--- src/rtl/gmr_consts.svh ---
`ifndef GMR_CONSTS_SVH
`define GMR_CONSTS_SVH

// Register byte offsets.
`define GMR_A_CTRL 5'h00
`define GMR_A_STAT 5'h04
`define GMR_A_IRQ 5'h08
`define GMR_A_MASK 5'h0C
`define GMR_A_RESP 5'h10

// Control and response register fields, reset address and address limits.
`define GMR_F_TERM 8
`define GMR_F_LANG 9
`define GMR_F_LAST 8
`define GMR_R_ADDR 5'h05
`define GMR_ADDR_MIN 5'h01
`define GMR_ADDR_MAX 5'h1E

// Interrupt status bit positions.
`define GMR_I_CLR 0
`define GMR_I_TRIG 1
`define GMR_I_GTL 2
`define GMR_I_IFC 3
`define GMR_I_LLO 4
`define GMR_I_REJ 5

// Bus command codes seen with attention true, then the CR and LF data terminator bytes.
`define GMR_C_GTL 7'h01
`define GMR_C_SDC 7'h04
`define GMR_C_PPC 7'h05
`define GMR_C_GET 7'h08
`define GMR_C_LLO 7'h11
`define GMR_C_DCL 7'h14
`define GMR_C_PPU 7'h15
`define GMR_C_SPE 7'h18
`define GMR_C_SPD 7'h19
`define GMR_C_UNL 7'h3F
`define GMR_C_UNT 7'h5F
`define GMR_C_PPD 7'h70
`define GMR_CR 8'h0D
`define GMR_LF 8'h0A

`endif

--- src/rtl/gmr_pkg.sv ---
package gmr_pkg;

	typedef enum logic [2:0] {TX_IDLE, TX_DATA, TX_CR, TX_LF, TX_STAT} txph_t;

	// Bus lines, high meaning true.
	typedef struct packed {
		logic [7:0] dio;
		logic       acc;
		logic       dav;
		logic       eoi;
		logic       ren;
		logic       ifc;
		logic       atn;
	} gpib_in_t;

	typedef struct packed {
		gpib_in_t    s1;
		gpib_in_t    s2;
		gpib_in_t    s3;
		logic        listen;
		logic        talk;
		logic        remote;
		logic        lockout;
		logic        spMode;
		logic        spSent;
		logic        ppCfg;
		logic        ppPend;
		logic [3:0]  ppe;
		logic [4:0]  addr;
		logic        termCr;
		logic        lang;
		logic [5:0]  irqSt;
		logic [5:0]  irqMask;
		logic        irq;
		logic        ack;
		logic [31:0] rdat;
		logic        devClr;
		logic        trig;
		logic [7:0]  rxData;
		logic        rxValid;
		logic        accOut;
		logic [7:0]  dioOut;
		logic [7:0]  dioOe;
		logic        davOut;
		logic        eoiOut;
		logic        srq;
		txph_t       txPh;
		logic [7:0]  txByte;
		logic        txLast;
	} state_t;

endpackage : gmr_pkg

--- src/rtl/gpib_message_responder.sv ---
`timescale 1ns/1ps
`include "gmr_consts.svh"

module gpib_message_responder #(
	parameter logic [4:0] DEFAULT_ADDR = `GMR_R_ADDR
) (
	input  wire logic              core_clk,    // 250 MHz clock
	input  wire logic              rst_b,       // async reset, low
	input  wire logic              wb_cyc_i,    // bus cycle
	input  wire logic              wb_stb_i,    // strobe
	input  wire logic              wb_we_i,     // write
	input  wire logic [4:0]        wb_adr_i,    // byte address
	input  wire logic [3:0]        wb_sel_i,    // byte lanes
	input  wire logic [31:0]       wb_dat_i,    // write data
	output logic [31:0]            wb_dat_o,    // read data
	output logic                   wb_ack_o,    // acknowledge
	output logic                   irq,         // level interrupt
	input  wire gmr_pkg::gpib_in_t gpibIn,      // bus lines, true high
	output logic [7:0]             dioOut,      // data lines driven
	output logic [7:0]             dioOe,       // per-line enable
	output logic                   davOut,      // data valid as talker
	output logic                   eoiOut,      // end of message
	output logic                   accOut,      // byte accepted
	output logic                   srqOut,      // service request
	input  wire logic              srvReq,      // instrument wants service
	input  wire logic [5:0]        statIn,      // instrument status bits
	input  wire logic              seqProgrammed, // stored sequence exists
	output logic                   devClr,      // reset instrument pulse
	output logic                   trigRun,     // run sequence pulse
	output logic                   remoteMode,  // under remote control
	output logic                   lockout,     // local key disabled
	output logic [7:0]             rxData,      // received data byte
	output logic                   rxValid,     // rxData pulse
	output logic                   rxLang       // 1 routes to SCPI parser
);

	// A default address outside the legal range would leave the device unreachable after reset.
	if (DEFAULT_ADDR < `GMR_ADDR_MIN || DEFAULT_ADDR > `GMR_ADDR_MAX) begin : g_addr_check
		$error("DEFAULT_ADDR out of range");
	end

	gmr_pkg::state_t q;
	gmr_pkg::state_t n;

	////////////////////////////////////////////////////////////////////////////
	// Decoded views of synchronised bus lines, register bus requests and the talker byte.

	logic       byteNew;
	logic [6:0] code;
	logic       cmdNew;
	logic       ppoll;
	logic       wbReq;
	logic       wbWr;
	logic [7:0] curByte;
	logic [5:0] ev;
	logic [5:0] w1c;

	assign byteNew = q.s2.dav & ~q.s3.dav;
	assign code    = q.s2.dio[6:0];
	assign cmdNew  = byteNew & q.s2.atn;
	assign ppoll   = q.s2.atn & q.s2.eoi;
	assign wbReq   = wb_cyc_i & wb_stb_i & ~q.ack;
	assign wbWr    = wbReq & wb_we_i;

	always_comb begin
		curByte = q.txByte;
		unique case (q.txPh)
			gmr_pkg::TX_IDLE: curByte = 8'h00;
			gmr_pkg::TX_DATA: curByte = q.txByte;
			gmr_pkg::TX_CR:   curByte = `GMR_CR;
			gmr_pkg::TX_LF:   curByte = `GMR_LF;
			gmr_pkg::TX_STAT: curByte = {1'b0, srvReq, statIn};
		endcase
	end

	////////////////////////////////////////////////////////////////////////////
	// Next state.

	always_comb begin
		n = q;
		ev = 6'h00;
		w1c = 6'h00;
		n.s1 = gpibIn;
		n.s2 = q.s1;
		n.s3 = q.s2;
		n.devClr = 1'b0;
		n.trig = 1'b0;
		n.rxValid = 1'b0;
		n.srq = srvReq;

		// Commands change only interface state, except the two clears and the group execute trigger.
		if (cmdNew) begin
			if (code == {2'b01, q.addr}) begin
				n.listen = 1'b1;
				if (q.s2.ren)
					n.remote = 1'b1;
			end
			if (code == `GMR_C_UNL)
				n.listen = 1'b0;
			if (code[6:5] == 2'b10) begin
				n.talk = (code[4:0] == q.addr);
				if (code[4:0] == q.addr)
					n.spSent = 1'b0;
			end
			if (code == `GMR_C_GTL && q.listen) begin
				n.remote = 1'b0;
				ev[`GMR_I_GTL] = 1'b1;
			end
			if (code == `GMR_C_DCL || (code == `GMR_C_SDC && q.listen)) begin
				n.devClr = 1'b1;
				ev[`GMR_I_CLR] = 1'b1;
			end
			if (code == `GMR_C_GET && q.listen && seqProgrammed) begin
				n.trig = 1'b1;
				ev[`GMR_I_TRIG] = 1'b1;
			end
			if (code == `GMR_C_LLO) begin
				n.lockout = 1'b1;
				ev[`GMR_I_LLO] = 1'b1;
			end
			if (code == `GMR_C_SPE)
				n.spMode = 1'b1;
			if (code == `GMR_C_SPD) begin
				n.spMode = 1'b0;
				n.spSent = 1'b0;
			end
			if (code == `GMR_C_PPU)
				n.ppCfg = 1'b0;
			// Enable or disable codes follow the configure command.
			n.ppPend = (code == `GMR_C_PPC) && q.listen;
			if (q.ppPend && code[6:4] == 3'b110) begin
				n.ppe = code[3:0];
				n.ppCfg = 1'b1;
			end
			if (q.ppPend && code == `GMR_C_PPD)
				n.ppCfg = 1'b0;
		end

		// Data bytes go to the selected parser.
		if (byteNew && !q.s2.atn && q.listen) begin
			n.rxData = q.s2.dio;
			n.rxValid = 1'b1;
		end

		if (byteNew && (q.s2.atn || q.listen))
			n.accOut = 1'b1;
		else if (!q.s2.dav)
			n.accOut = 1'b0;

		if (!q.s2.ren) begin
			n.remote = 1'b0;
			n.lockout = 1'b0;
		end

		// Talker byte sequencing.
		if (!q.talk || q.s2.atn) begin
			n.davOut = 1'b0;
		end else if (!q.davOut) begin
			if (q.txPh == gmr_pkg::TX_IDLE && q.spMode && !q.spSent)
				n.txPh = gmr_pkg::TX_STAT;
			else if (q.txPh != gmr_pkg::TX_IDLE && !q.s2.acc) begin
				n.davOut = 1'b1;
				n.dioOut = curByte;
				n.eoiOut = (q.txPh == gmr_pkg::TX_STAT) || (q.txPh == gmr_pkg::TX_LF) ||
				           (q.txPh == gmr_pkg::TX_CR && q.termCr);
			end
		end else if (q.s2.acc) begin
			n.davOut = 1'b0;
			n.eoiOut = 1'b0;
			unique case (q.txPh)
				gmr_pkg::TX_IDLE: n.txPh = gmr_pkg::TX_IDLE;
				gmr_pkg::TX_DATA: n.txPh = q.txLast ? gmr_pkg::TX_CR : gmr_pkg::TX_IDLE;
				gmr_pkg::TX_CR:   n.txPh = q.termCr ? gmr_pkg::TX_IDLE : gmr_pkg::TX_LF;
				gmr_pkg::TX_LF:   n.txPh = gmr_pkg::TX_IDLE;
				gmr_pkg::TX_STAT: begin
					n.txPh = gmr_pkg::TX_IDLE;
					n.spSent = 1'b1;
				end
			endcase
		end

		// Interface clear quiets the bus side only.
		if (q.s2.ifc) begin
			n.listen = 1'b0;
			n.talk = 1'b0;
			n.spMode = 1'b0;
			n.ppPend = 1'b0;
			n.davOut = 1'b0;
			n.eoiOut = 1'b0;
			n.txPh = gmr_pkg::TX_IDLE;
			ev[`GMR_I_IFC] = ~q.s3.ifc;
		end

		// Data lines: parallel poll answer overrides the talker.
		if (ppoll) begin
			n.dioOe = 8'h00;
			n.dioOut = 8'h00;
			if (q.ppCfg) begin
				n.dioOe[q.ppe[2:0]] = 1'b1;
				n.dioOut[q.ppe[2:0]] = (srvReq == q.ppe[3]);
			end
		end else if (n.davOut) begin
			n.dioOe = 8'hFF;
		end else begin
			n.dioOe = 8'h00;
		end

		// Register bus slave, one wait state.
		n.ack = wbReq;
		n.rdat = 32'h0000_0000;
		if (wbReq && !wb_we_i) begin
			unique case (wb_adr_i)
				`GMR_A_CTRL: n.rdat = {22'h0, q.lang, q.termCr, 3'h0, q.addr};
				`GMR_A_STAT: n.rdat = {25'h0, (q.txPh != gmr_pkg::TX_IDLE), q.ppCfg, q.spMode,
				                      q.talk, q.listen, q.lockout, q.remote};
				`GMR_A_IRQ:  n.rdat = {26'h0, q.irqSt};
				`GMR_A_MASK: n.rdat = {26'h0, q.irqMask};
				default:     n.rdat = 32'h0000_0000;
			endcase
		end
		if (wbWr && wb_adr_i == `GMR_A_CTRL) begin
			if (wb_sel_i[0]) begin
				if (wb_dat_i[4:0] >= `GMR_ADDR_MIN && wb_dat_i[4:0] <= `GMR_ADDR_MAX)
					n.addr = wb_dat_i[4:0];
				else
					ev[`GMR_I_REJ] = 1'b1;
			end
			if (wb_sel_i[1]) begin
				n.termCr = wb_dat_i[`GMR_F_TERM];
				n.lang = wb_dat_i[`GMR_F_LANG];
			end
		end
		if (wbWr && wb_adr_i == `GMR_A_IRQ && wb_sel_i[0])
			w1c = wb_dat_i[5:0];
		if (wbWr && wb_adr_i == `GMR_A_MASK && wb_sel_i[0])
			n.irqMask = wb_dat_i[5:0];
		// A response byte is taken only when the talker is idle.
		if (wbWr && wb_adr_i == `GMR_A_RESP && wb_sel_i[0] && q.txPh == gmr_pkg::TX_IDLE) begin
			n.txByte = wb_dat_i[7:0];
			n.txLast = wb_sel_i[1] & wb_dat_i[`GMR_F_LAST];
			n.txPh = gmr_pkg::TX_DATA;
		end

		// A new event wins over a clear in the same cycle.
		n.irqSt = (q.irqSt & ~w1c) | ev;
		n.irq = |(n.irqSt & n.irqMask);
	end

	always_ff @(posedge core_clk or negedge rst_b) begin
		if (!rst_b) begin
			q <= '0;
			q.addr <= DEFAULT_ADDR;
			q.txPh <= gmr_pkg::TX_IDLE;
		end else begin
			q <= n;
		end
	end

	////////////////////////////////////////////////////////////////////////////
	// Outputs.

	assign wb_dat_o   = q.rdat;
	assign wb_ack_o   = q.ack;
	assign irq        = q.irq;
	assign dioOut     = q.dioOut;
	assign dioOe      = q.dioOe;
	assign davOut     = q.davOut;
	assign eoiOut     = q.eoiOut;
	assign accOut     = q.accOut;
	assign srqOut     = q.srq;
	assign devClr     = q.devClr;
	assign trigRun    = q.trig;
	assign remoteMode = q.remote;
	assign lockout    = q.lockout;
	assign rxData     = q.rxData;
	assign rxValid    = q.rxValid;
	assign rxLang     = q.lang;
endmodule : gpib_message_responder

--- config.mk ---
export PLATFORM = sky130hd
export DESIGN_NAME = gpib_message_responder
export DESIGN_NICKNAME = d
export VERILOG_FILES = /design/src/rtl/gmr_pkg.sv /design/src/rtl/gpib_message_responder.sv
export VERILOG_INCLUDE_DIRS = /design/src /design/src/rtl
export SDC_FILE = /design/constraint.sdc
export NUM_CORES = 1
export LEC_CHECK = 0
export ABC_AREA = 1
export BUFFER_PORTS_ARGS = -buffer_cell sky130_fd_sc_hd__buf_2
export CAP_MARGIN = 15
export CORE_ASPECT_RATIO = 0.6
export CORE_UTILIZATION = 45
export CTS_BUF_LIST = sky130_fd_sc_hd__clkbuf_4 sky130_fd_sc_hd__clkbuf_8
export CTS_CLUSTER_SIZE = 14
export DETAILED_ROUTE_END_ITERATION = 8
export PLACE_DENSITY = 0.73
export SLEW_MARGIN = 20
export SYNTH_ARGS = -nofsm -noshare
export SYNTH_HDL_FRONTEND = slang
export SYNTH_SLANG_ARGS = --single-unit
--- constraint.sdc ---
create_clock -name core_clk -period 1.6 [get_ports core_clk]
set_input_delay 0.08 -clock core_clk [delete_from_list [all_inputs] [get_ports core_clk]]
set_output_delay 0.08 -clock core_clk [all_outputs]
set_load 0.005 [all_outputs]
==> After elaboration in Yosys (flattened, before gate mapping) <==
Cells that the tools add are included.
{ "totals": {"reg_bits": 138, "output_inout_bits": 68, "word_cells": 230} }
{ "classes": {"n_lt_le_gt_ge": 4, "n_eq_ne": 36, "n_mux": 69, "bitwise": 15, "n_reduce_logical": 60} }
{ "op_table": {"columns": ["operator", "n"], "rows": [
  ["two-way mux 8 bit", 7],
  ["one-hot mux 10 bit (4 select lines)", 1],
  ["one-hot mux 8 bit (5 select lines)", 1],
  ["equality test 7 x 5 -> 1 bit (second input constant)", 5],
  ["two-way mux 1 bit", 34],
  ["logical AND 1 bit", 25],
  ["two-way mux 12 bit", 2],
  ["two-way mux 2 bit", 11],
  ["two-way mux 3 bit", 6],
  ["two-way mux 16 bit", 1],
  ["AND reduction 2 bit", 8],
  ["nonzero test 3 bit", 5],
  ["equality test 7 x 3 -> 1 bit (second input constant)", 2],
  ["bitwise AND 6 bit", 2],
  ["two-way mux 6 bit", 2],
  ["equality test 5 x 4 -> 1 bit (second input constant)", 2],
  ["two-way mux 10 bit", 1],
  ["one-hot mux 3 bit (3 select lines)", 1],
  ["bitwise AND 8 bit", 1],
  ["inequality test 2 x 1 -> 1 bit (second input constant)", 4],
  ["AND reduction 4 bit", 2],
  ["bitwise AND 1 bit", 7],
  ["equality test 7 x 1 -> 1 bit (second input constant)", 1],
  ["equality test 7 x 4 -> 1 bit (second input constant)", 1],
  ["other kinds (34)", 52]
]} }

==> Logic depth before layout (Yosys ltp) <==
Gate-level depths: netlist of the first run.
{ "depth": {"word_depth": 11, "ltp_mapped": 11} }

==> Worst setup path before layout of the first run <==
OpenSTA, ideal clock, no wires.
{ "synth_path": {"path_type": "flip-flop to flip-flop", "start": "reg q[9] (netlist bit)", "end": "reg q[8] (netlist bit)", "setup_ns": 0.125, "arrival_ns": 1.201, "t_required_ns": 1.475, "path_slack_ns": 0.274, "path_stages_with_launch": 6, "n_path_buf": 0, "synth_period_minus_slack_ns": 1.326, "path_cell_list": "dfrtp_1 nor2_2 nand2_2 nor3_1 nand3_1 mux2_2"} }
{ "synth_via": {"elab_chain_len": 2} }
{ "synth_lines": {"columns": ["element", "line", "source"], "rows": [
  ["start, declared", "gpib_message_responder.sv:42", "gmr_pkg::state_t q;"],
  ["start signal, assigned", "gpib_message_responder.sv:255", "q <= n;"],
  ["logical NOT 3 bit", "gpib_message_responder.sv:238", "if (wbWr && wb_adr_i == `GMR_A_RESP && wb_sel_i[0] && q.txPh == gmr_pkg::TX_IDLE) begin"],
  ["logical AND 1 bit", "gpib_message_responder.sv:238", null]
]} }
No other way between the ends.
A chain may end at the register's enable or synchronous reset.

==> impl_metrics.env, run 1 <==
export IMPL_cts_made_buffers=17
export IMPL_finish_instance_area_sq_um=6410
export IMPL_share_of_the_clock_period_used_by_the_worst_path_after_layout_pct=98.7
export IMPL_die_w_um=141
export IMPL_totalPowerFinal_uw=6580
export IMPL_dieArea_sq_um=12100
export IMPL_proportion_of_layout_cells_with_a_drive_suffix_above_1_pct=25.1
export IMPL_dr_total_vias=4195
export IMPL_critical_path_max_stage_delay_ns=0.38
export IMPL_grt_max_degree=38
export IMPL_initialDrtViolationCount=286
export IMPL_worstPathCellList="inv_1, nand4_1, nor2_4, nand2_1, o21ai_1, nand2_1, nand2_1, nand2_1, inv_1, nand2_1"
export IMPL_yosys_register_bits=115
export IMPL_synthDominantCellAreaShare_pct=53.8
export IMPL_path_buf_inv=2
export IMPL_yosysWarningCount=0
export IMPL_die_height_um=85.7
export IMPL_dpl_cell_area_sq_um=5650
export IMPL_power_density_nw_per_um2=1030
export IMPL_antenna_found_initial=0
export IMPL_area_growth_pct=22.1
export IMPL_wl_per_cell_um=14.3
export IMPL_drc=0
export IMPL_final_hold_worst_slack_ns=0.0327
export IMPL_rows=30
export IMPL_synth_sequential_area_ratio_pct=54.8
export IMPL_drv_max_cap_violation_count=0
export IMPL_firstDrtPassIters=5
export IMPL_antenna_cells=0
export IMPL_core_area_sq_um=11300
export IMPL_fmaxAchievable_ghz=0.633
export IMPL_worst_setup_hold_path_clk_slew_ns=0.08
export IMPL_required_ns=1.93
export IMPL_netlist_cell_type_count=42
export IMPL_final_period_minus_worst_setup_slack_ns=1.58
export IMPL_run_status="finished, final reports clean"
export IMPL_layout_nets=759
export IMPL_critical_path_start_type="register"
export IMPL_postRouteAntennaNets=0
export IMPL_critical_path_class="register to register"
export IMPL_setup_tns_ns=0
export IMPL_i_o_buffers=88
export IMPL_vias_per_cell=4.86
export IMPL_synth_async_sr_flop_share_pct=100
export IMPL_slowest_stage="sky130_fd_sc_hd__dfrtp_1"
export IMPL_globalplace_congestion=0.843
export IMPL_number_of_global_route_vias_before_repair=4023
export IMPL_setup_violations=0
export IMPL_syn_cell_area_sq_um=5250
export IMPL_timing_critical_path_arrival_ns=1.91
export IMPL_path_delay_family="simple AND/OR/NAND/NOR gates"
export IMPL_cts_sinks=115
export IMPL_avg_inst_size_synth_sq_um=9.07
export IMPL_ctsLongestPathBuffers=2
export IMPL_routed_wirelength_um=12400
export IMPL_fin_worst_skew_ns=0.0100
export IMPL_worst_path_most_repeated_cell="sky130_fd_sc_hd__nand2_1"
export IMPL_global_route_wire_length_before_repair_um=20000
export IMPL_total_leakage_power_uw=0.00329
export IMPL_vdd_drop_max_mv=0.618
export IMPL_end_kind="register"
export IMPL_final_max_slew_viol_count=0
export IMPL_grt_setup_unrepaired="yes"
export IMPL_post_synth_top_area_cell="sky130_fd_sc_hd__dfrtp_1"
export IMPL_most_used_dff_post_synth="sky130_fd_sc_hd__dfrtp_1"
export IMPL_number_of_flops_mapped_to_enable_cells_by_yosys=0
export IMPL_global_route_usage_total_pct=22.0
export IMPL_overflow=0
export IMPL_clkLatencyLatePin_ns=0.43
export IMPL_hold_viol_final=0
export IMPL_synth_area_leaders="sky130_fd_sc_hd__dfrtp_1 54%, sky130_fd_sc_hd__nand2_1 10%, sky130_fd_sc_hd__buf_4 8.0%"
export IMPL_dp_hpwl_um=9170
export IMPL_path_max_fanout=8
export IMPL_clk_root_buffer_cell="sky130_fd_sc_hd__clkbuf_8"
export IMPL_io_pins=136
export IMPL_finish_utilization_pct=56.5
export IMPL_cts_tree="done"
export IMPL_ctsHtreeMaxLevel=4
export IMPL_initial_utilization_pct=46.3
export IMPL_synthesis_instances=579
export IMPL_holdCritPathClass="primary input to register"
routing by layer:
layer	routed length (um)	up-vias	track usage (%)	share of wire (%)
met5	0	-	0	0
met4	178	0	7.72	1.4
met3	838	20	5.58	6.8
met2	5200	145	32.0	42
met1	6170	2009	32.1	50
li1	-	2021	-	-
cell type report:
cell class,instances,area [sq um]
Inverter,58,218
Fill cell,1040,4930
Tap cell,160,200
Clock inverter,15,195
Sequential cell,115,2880
Clock buffer,17,234
Timing Repair Buffer,133,893
Multi-Input combinational cell,366,1790
flip-flops by register name (all words and copies together) (netlist names):
signal / cells
accOut: 1
code: 7
davOut: 1
devClr: 1
dioOe: 8
dioOut: 8
eoiOut: 1
irq: 1
lockout: 1
n: 21
q: 42
remoteMode: 1
rxData: 8
rxLang: 1
rxValid: 1
srqOut: 1
trigRun: 1
wb_ack_o: 1
wb_dat_o: 9
power breakdown:
| group | total, uW | internal, uW | switching [uW] |
|---|---|---|---|
| Clock | 2900 | 1580 | 1320 |
| Sequential | 3100 | 3020 | 81.9 |
| Combinational | 570 | 235 | 334 |
| Total | 6580 | 4840 | 1740 |
worst reg2reg max path: stages, from the launching register on:
cell and delay, ns:
sky130_fd_sc_hd__dfrtp_1 0.38, sky130_fd_sc_hd__inv_1 0.07, sky130_fd_sc_hd__nand4_1 0.15, sky130_fd_sc_hd__nor2_4 0.28
sky130_fd_sc_hd__nand2_1 0.12, sky130_fd_sc_hd__o21ai_1 0.15, sky130_fd_sc_hd__nand2_1 0.08, sky130_fd_sc_hd__nand2_1 0.06
sky130_fd_sc_hd__nand2_1 0.06, sky130_fd_sc_hd__inv_1 0.05, sky130_fd_sc_hd__nand2_1 0.06
cell families after synthesis:
logic type	count (synthesis)	share of synthesized area, %
AO/OA/AOI/OAI	73	8.05
XOR/XNOR	4	0.667
AND/OR/NAND/NOR	264	22.8
flip-flops	115	54.8
multiplexers	2	0.500
buffers and inverters	120	13.0
other	1	0.0714
final timing paths:
check	start	endpoint	slack, ns	cells after the start
min in group asynchronous	rst_b	q[77]$_DFF_PN0_	0.15	2
hold / removal	wb_adr_i[0]	wb_dat_o[2]$_DFF_PN0_	0.03	4
setup reg to reg	wb_ack_o$_DFF_PN0_	irq$_DFF_PN0_	0.02	10
setup / recovery	wb_ack_o$_DFF_PN0_	irq$_DFF_PN0_	0.02	10
hold reg to reg	n[125]$_DFF_PN0_	n[111]$_DFF_PN0_	0.35	0
max in group asynchronous	rst_b	n[109]$_DFF_PN0_	0.84	3
per-stage QoR:
| step | instances | setup WS [ns] |
|---|---|---|
| after CTS | 863 | 0.00713 |
| after detailed placement | 801 | 0.0609 |
| after global routing | 864 | -0.108 |
| after floorplan | 601 | 0.274 |
| final | 864 | 0.0209 |
| after global placement | 801 | 0.116 |
placed cells by master, fill, tap and decap left out, types with 5 or more instances in the layout:
cell type                       instances
sky130_fd_sc_hd__o21ai_0               33
sky130_fd_sc_hd__dlygate4sd3_1         30
sky130_fd_sc_hd__buf_2                 87
sky130_fd_sc_hd__nor2_2                 5
sky130_fd_sc_hd__a21oi_1               11
sky130_fd_sc_hd__clkbuf_8              17
sky130_fd_sc_hd__nor3_1                10
sky130_fd_sc_hd__nand4_1               11
sky130_fd_sc_hd__inv_1                 52
sky130_fd_sc_hd__nand3_1               32
sky130_fd_sc_hd__buf_4                 13
sky130_fd_sc_hd__dfrtp_1              112
sky130_fd_sc_hd__inv_2                  6
sky130_fd_sc_hd__nand2_2                6
sky130_fd_sc_hd__a31oi_1                8
sky130_fd_sc_hd__inv_6                  6
sky130_fd_sc_hd__nor2_1                39
sky130_fd_sc_hd__nand2_1              143
sky130_fd_sc_hd__conb_1                23
cell usage after synthesis, types with 3 or more instances:
library cell,instances
sky130_fd_sc_hd__buf_6,3
sky130_fd_sc_hd__nor2_4,4
sky130_fd_sc_hd__nand4_1,11
sky130_fd_sc_hd__dfrtp_1,113
sky130_fd_sc_hd__buf_4,56
sky130_fd_sc_hd__nor3_1,12
sky130_fd_sc_hd__a31oi_1,8
sky130_fd_sc_hd__nand2_1,143
sky130_fd_sc_hd__o22ai_1,4
sky130_fd_sc_hd__nor2_1,39
sky130_fd_sc_hd__nand2_2,6
sky130_fd_sc_hd__nor2_2,5
sky130_fd_sc_hd__inv_2,6
sky130_fd_sc_hd__o211ai_1,3
sky130_fd_sc_hd__nand3_1,33
sky130_fd_sc_hd__inv_1,52
sky130_fd_sc_hd__o21ai_0,35
sky130_fd_sc_hd__a21oi_1,11
what timing repair did:
item / CTS / global route
gates resized for setup: 0 / 7
hold endpoints to repair: 135 / 0
setup buffers: 0 / 1
hold buffers: 30 / 0
endpoints found under the setup margin: 0 / 5
Power figures use the tool's default switching activity.
==> run 2: changes to the inputs <==
--- a/config.mk
+++ b/config.mk
@@ -8,13 +8,12 @@
 export LEC_CHECK = 0
 export ABC_AREA = 1
 export BUFFER_PORTS_ARGS = -buffer_cell sky130_fd_sc_hd__buf_2
-export CAP_MARGIN = 15
 export CORE_ASPECT_RATIO = 0.6
-export CORE_UTILIZATION = 45
+export CORE_UTILIZATION = 35
 export CTS_BUF_LIST = sky130_fd_sc_hd__clkbuf_4 sky130_fd_sc_hd__clkbuf_8
 export CTS_CLUSTER_SIZE = 14
 export DETAILED_ROUTE_END_ITERATION = 8
-export PLACE_DENSITY = 0.73
+export PLACE_DENSITY = 0.6
 export SLEW_MARGIN = 20
 export SYNTH_ARGS = -nofsm -noshare
 export SYNTH_HDL_FRONTEND = slang
==> run 2 against run 1 <==
Effect of this change:
- worst hold slack worse by 0.0026 ns
- first-iteration DRC count is 21% lower
- via count is 0.64% lower
- routed wire length is 3.5% higher
- die area is 28% higher
- cell area is 0.53% higher
- sequential share of layout area is 0.24 points lower
- critical endpoint unchanged
- highest routed layer is now met5
==> impl_metrics.env, run 2 (synthesis results as in run 1) <==
export IMPL_post_place_worst_slack_ns=0.0584
export IMPL_layout_commonest_cell="sky130_fd_sc_hd__nand2_1"
export IMPL_hold_viol_final=0
export IMPL_initial_utilization_pct=36.1
export IMPL_timing_critical_path_arrival_ns=1.85
export IMPL_critical_path_class="register to register"
export IMPL_global_route_wire_length_before_repair_um=20900
export IMPL_grt_max_degree=52
export IMPL_final_fill_count=1456
export IMPL_number_of_global_route_vias_before_repair=3932
export IMPL_final_critical_path_setup_slack_ns=0.0714
export IMPL_clkLatencyLatePin_ns=0.43
export IMPL_dr_total_vias=4168
export IMPL_reg2regPathDepth=11
export IMPL_final_period_minus_worst_setup_slack_ns=1.53
export IMPL_mostFrequentLayoutCells="141 x sky130_fd_sc_hd__nand2_1, 112 x sky130_fd_sc_hd__dfrtp_1, 87 x sky130_fd_sc_hd__buf_2, 47 x sky130_fd_sc_hd__inv_1, 38 x sky130_fd_sc_hd__nor2_1"
export IMPL_clk_root_buffer_cell="sky130_fd_sc_hd__clkbuf_8"
export IMPL_largest_register="q"
export IMPL_drv_max_cap_violation_count=0
export IMPL_power_density_nw_per_um2=956
export IMPL_antenna_cells=0
export IMPL_holdCritPathClass="primary input to register"
export IMPL_vdd_drop_max_mv=0.470
export IMPL_wl_per_cell_um=14.1
export IMPL_rows=34
export IMPL_postRouteAntennaNets=0
export IMPL_cts_sinks=115
export IMPL_globalplace_congestion=0.869
export IMPL_die_w_um=160
export IMPL_cts_tree="done"
export IMPL_required_ns=1.92
export IMPL_global_route_usage_total_pct=17.7
export IMPL_area_growth_pct=22.7
export IMPL_end_kind="register"
export IMPL_fin_worst_skew_ns=0.00846
export IMPL_proportion_of_layout_cells_with_a_drive_suffix_above_1_pct=27.1
export IMPL_critical_path_start_type="register"
export IMPL_setup_tns_ns=0
export IMPL_totalPowerFinal_uw=6160
export IMPL_vias_per_cell=4.60
export IMPL_final_max_slew_viol_count=0
export IMPL_fmaxAchievable_ghz=0.654
export IMPL_share_of_the_clock_period_used_by_the_worst_path_after_layout_pct=95.5
export IMPL_dp_hpwl_um=9700
export IMPL_worst_setup_hold_path_clk_slew_ns=0.07
export IMPL_core_area_sq_um=14500
export IMPL_antenna_found_initial=1
export IMPL_firstDrtPassIters=5
export IMPL_i_o_buffers=88
export IMPL_run_status="finished, final reports clean"
export IMPL_overflow=0
export IMPL_setup_violations=0
export IMPL_io_pins=136
export IMPL_dieArea_sq_um=15500
export IMPL_routed_wirelength_um=12800
export IMPL_total_leakage_power_uw=0.00326
export IMPL_die_height_um=96.9
export IMPL_layout_nets=764
export IMPL_timing_hold_worst_path_depth=5
export IMPL_ctsHtreeMaxLevel=4
export IMPL_largest_reg_flops=42
export IMPL_path_max_fanout=6
export IMPL_cts_made_buffers=17
export IMPL_initialDrtViolationCount=227
export IMPL_ctsLongestPathBuffers=2
export IMPL_grt_setup_unrepaired="yes"
export IMPL_drc=0
-- run 2: cell types whose count changed in the layout (fill, tap and decap cells not counted), sizes merged --
cell         delta
buf             +6
bufinv          -2
clkbuf          +3
clkinv          +4
clkinvlp        +1
dlygate4sd3     -1
inv             -7
-- run 2: repair_timing --
action                                  in CTS  in global routing
buffers inserted                             0                  4
endpoints found under the setup margin       0                 19
hold buffers                                29                  0
endpoints found under the hold margin      142                  0
gates resized for setup                      0                 20
-- run 2: metrics by stage --
stage | instances | hold slack, ns | instance area (sq um) | utilization, %
2_1_floorplan | 601 | -0.216 | 5330 | -
3_3_place_gp | 842 | 0.0212 | 5710 | 39.3
4_1_cts | 902 | 0.0138 | 6360 | 43.7
6_report | 906 | 0.0301 | 6440 | 44.3
3_5_place_dp | 842 | 0.0189 | 5710 | 39.3
5_1_grt | 906 | 0.0567 | 6440 | 44.3
-- run 2: power by group --
group / switching [uW] / internal, uW / leakage, uW / total, uW
Combinational: 343 / 248 / 0.00162 / 591
Clock: 1170 / 1290 / 0.000183 / 2470
Sequential: 77.9 / 3020 / 0.00146 / 3100
-- run 2: cell type report --
type                            count  area, sq um  share of cell area, %
Clock inverter                     11         87.6                   1.36
Tap cell                          198          248                   3.84
Inverter                           58          218                   3.38
Sequential cell                   115         2880                   44.7
Clock buffer                       20          269                   4.17
Timing Repair Buffer              138          920                   14.3
Multi-Input combinational cell    366         1820                   28.3
-- run 2: final timing paths --
kind                                    startpoint                     to  slack (ns)
worst min-delay path                     statIn[1]  dioOut[1]$_DFFE_PN0P_        0.03
min in group asynchronous                    rst_b  wb_dat_o[5]$_DFF_PN0_        0.10
worst max register to register  wb_ack_o$_DFF_PN0_          irq$_DFF_PN0_        0.07
worst min register to register    n[133]$_DFF_PN0_      code[5]$_DFF_PN0_        0.34
max in group asynchronous                    rst_b      q[93]$_DFFE_PN1P_        0.86
worst max-delay path            wb_ack_o$_DFF_PN0_          irq$_DFF_PN0_        0.07
-- run 2: critical path: stages, from the launching register on --
cell and delay (ns):
sky130_fd_sc_hd__dfrtp_1 0.39, sky130_fd_sc_hd__inv_2 0.06, sky130_fd_sc_hd__nand4_1 0.13, sky130_fd_sc_hd__nor2_4 0.15
sky130_fd_sc_hd__buf_6 0.15, sky130_fd_sc_hd__nand3_2 0.06, sky130_fd_sc_hd__nand2_1 0.07, sky130_fd_sc_hd__nand2_1 0.08
sky130_fd_sc_hd__nand2_1 0.09, sky130_fd_sc_hd__nand2_1 0.06, sky130_fd_sc_hd__nor2_2 0.11, sky130_fd_sc_hd__nand2_1 0.07
-- run 2: metal layers --
layer	wire (um)	vias up	global-route usage (%)	share of wire [%]
li1	-	2030	-	-
met1	6600	1983	27.3	52
met2	5260	141	24.2	41
met3	835	12	4.89	6.5
met4	106	2	4.40	0.83
met5	8	-	0	0.062
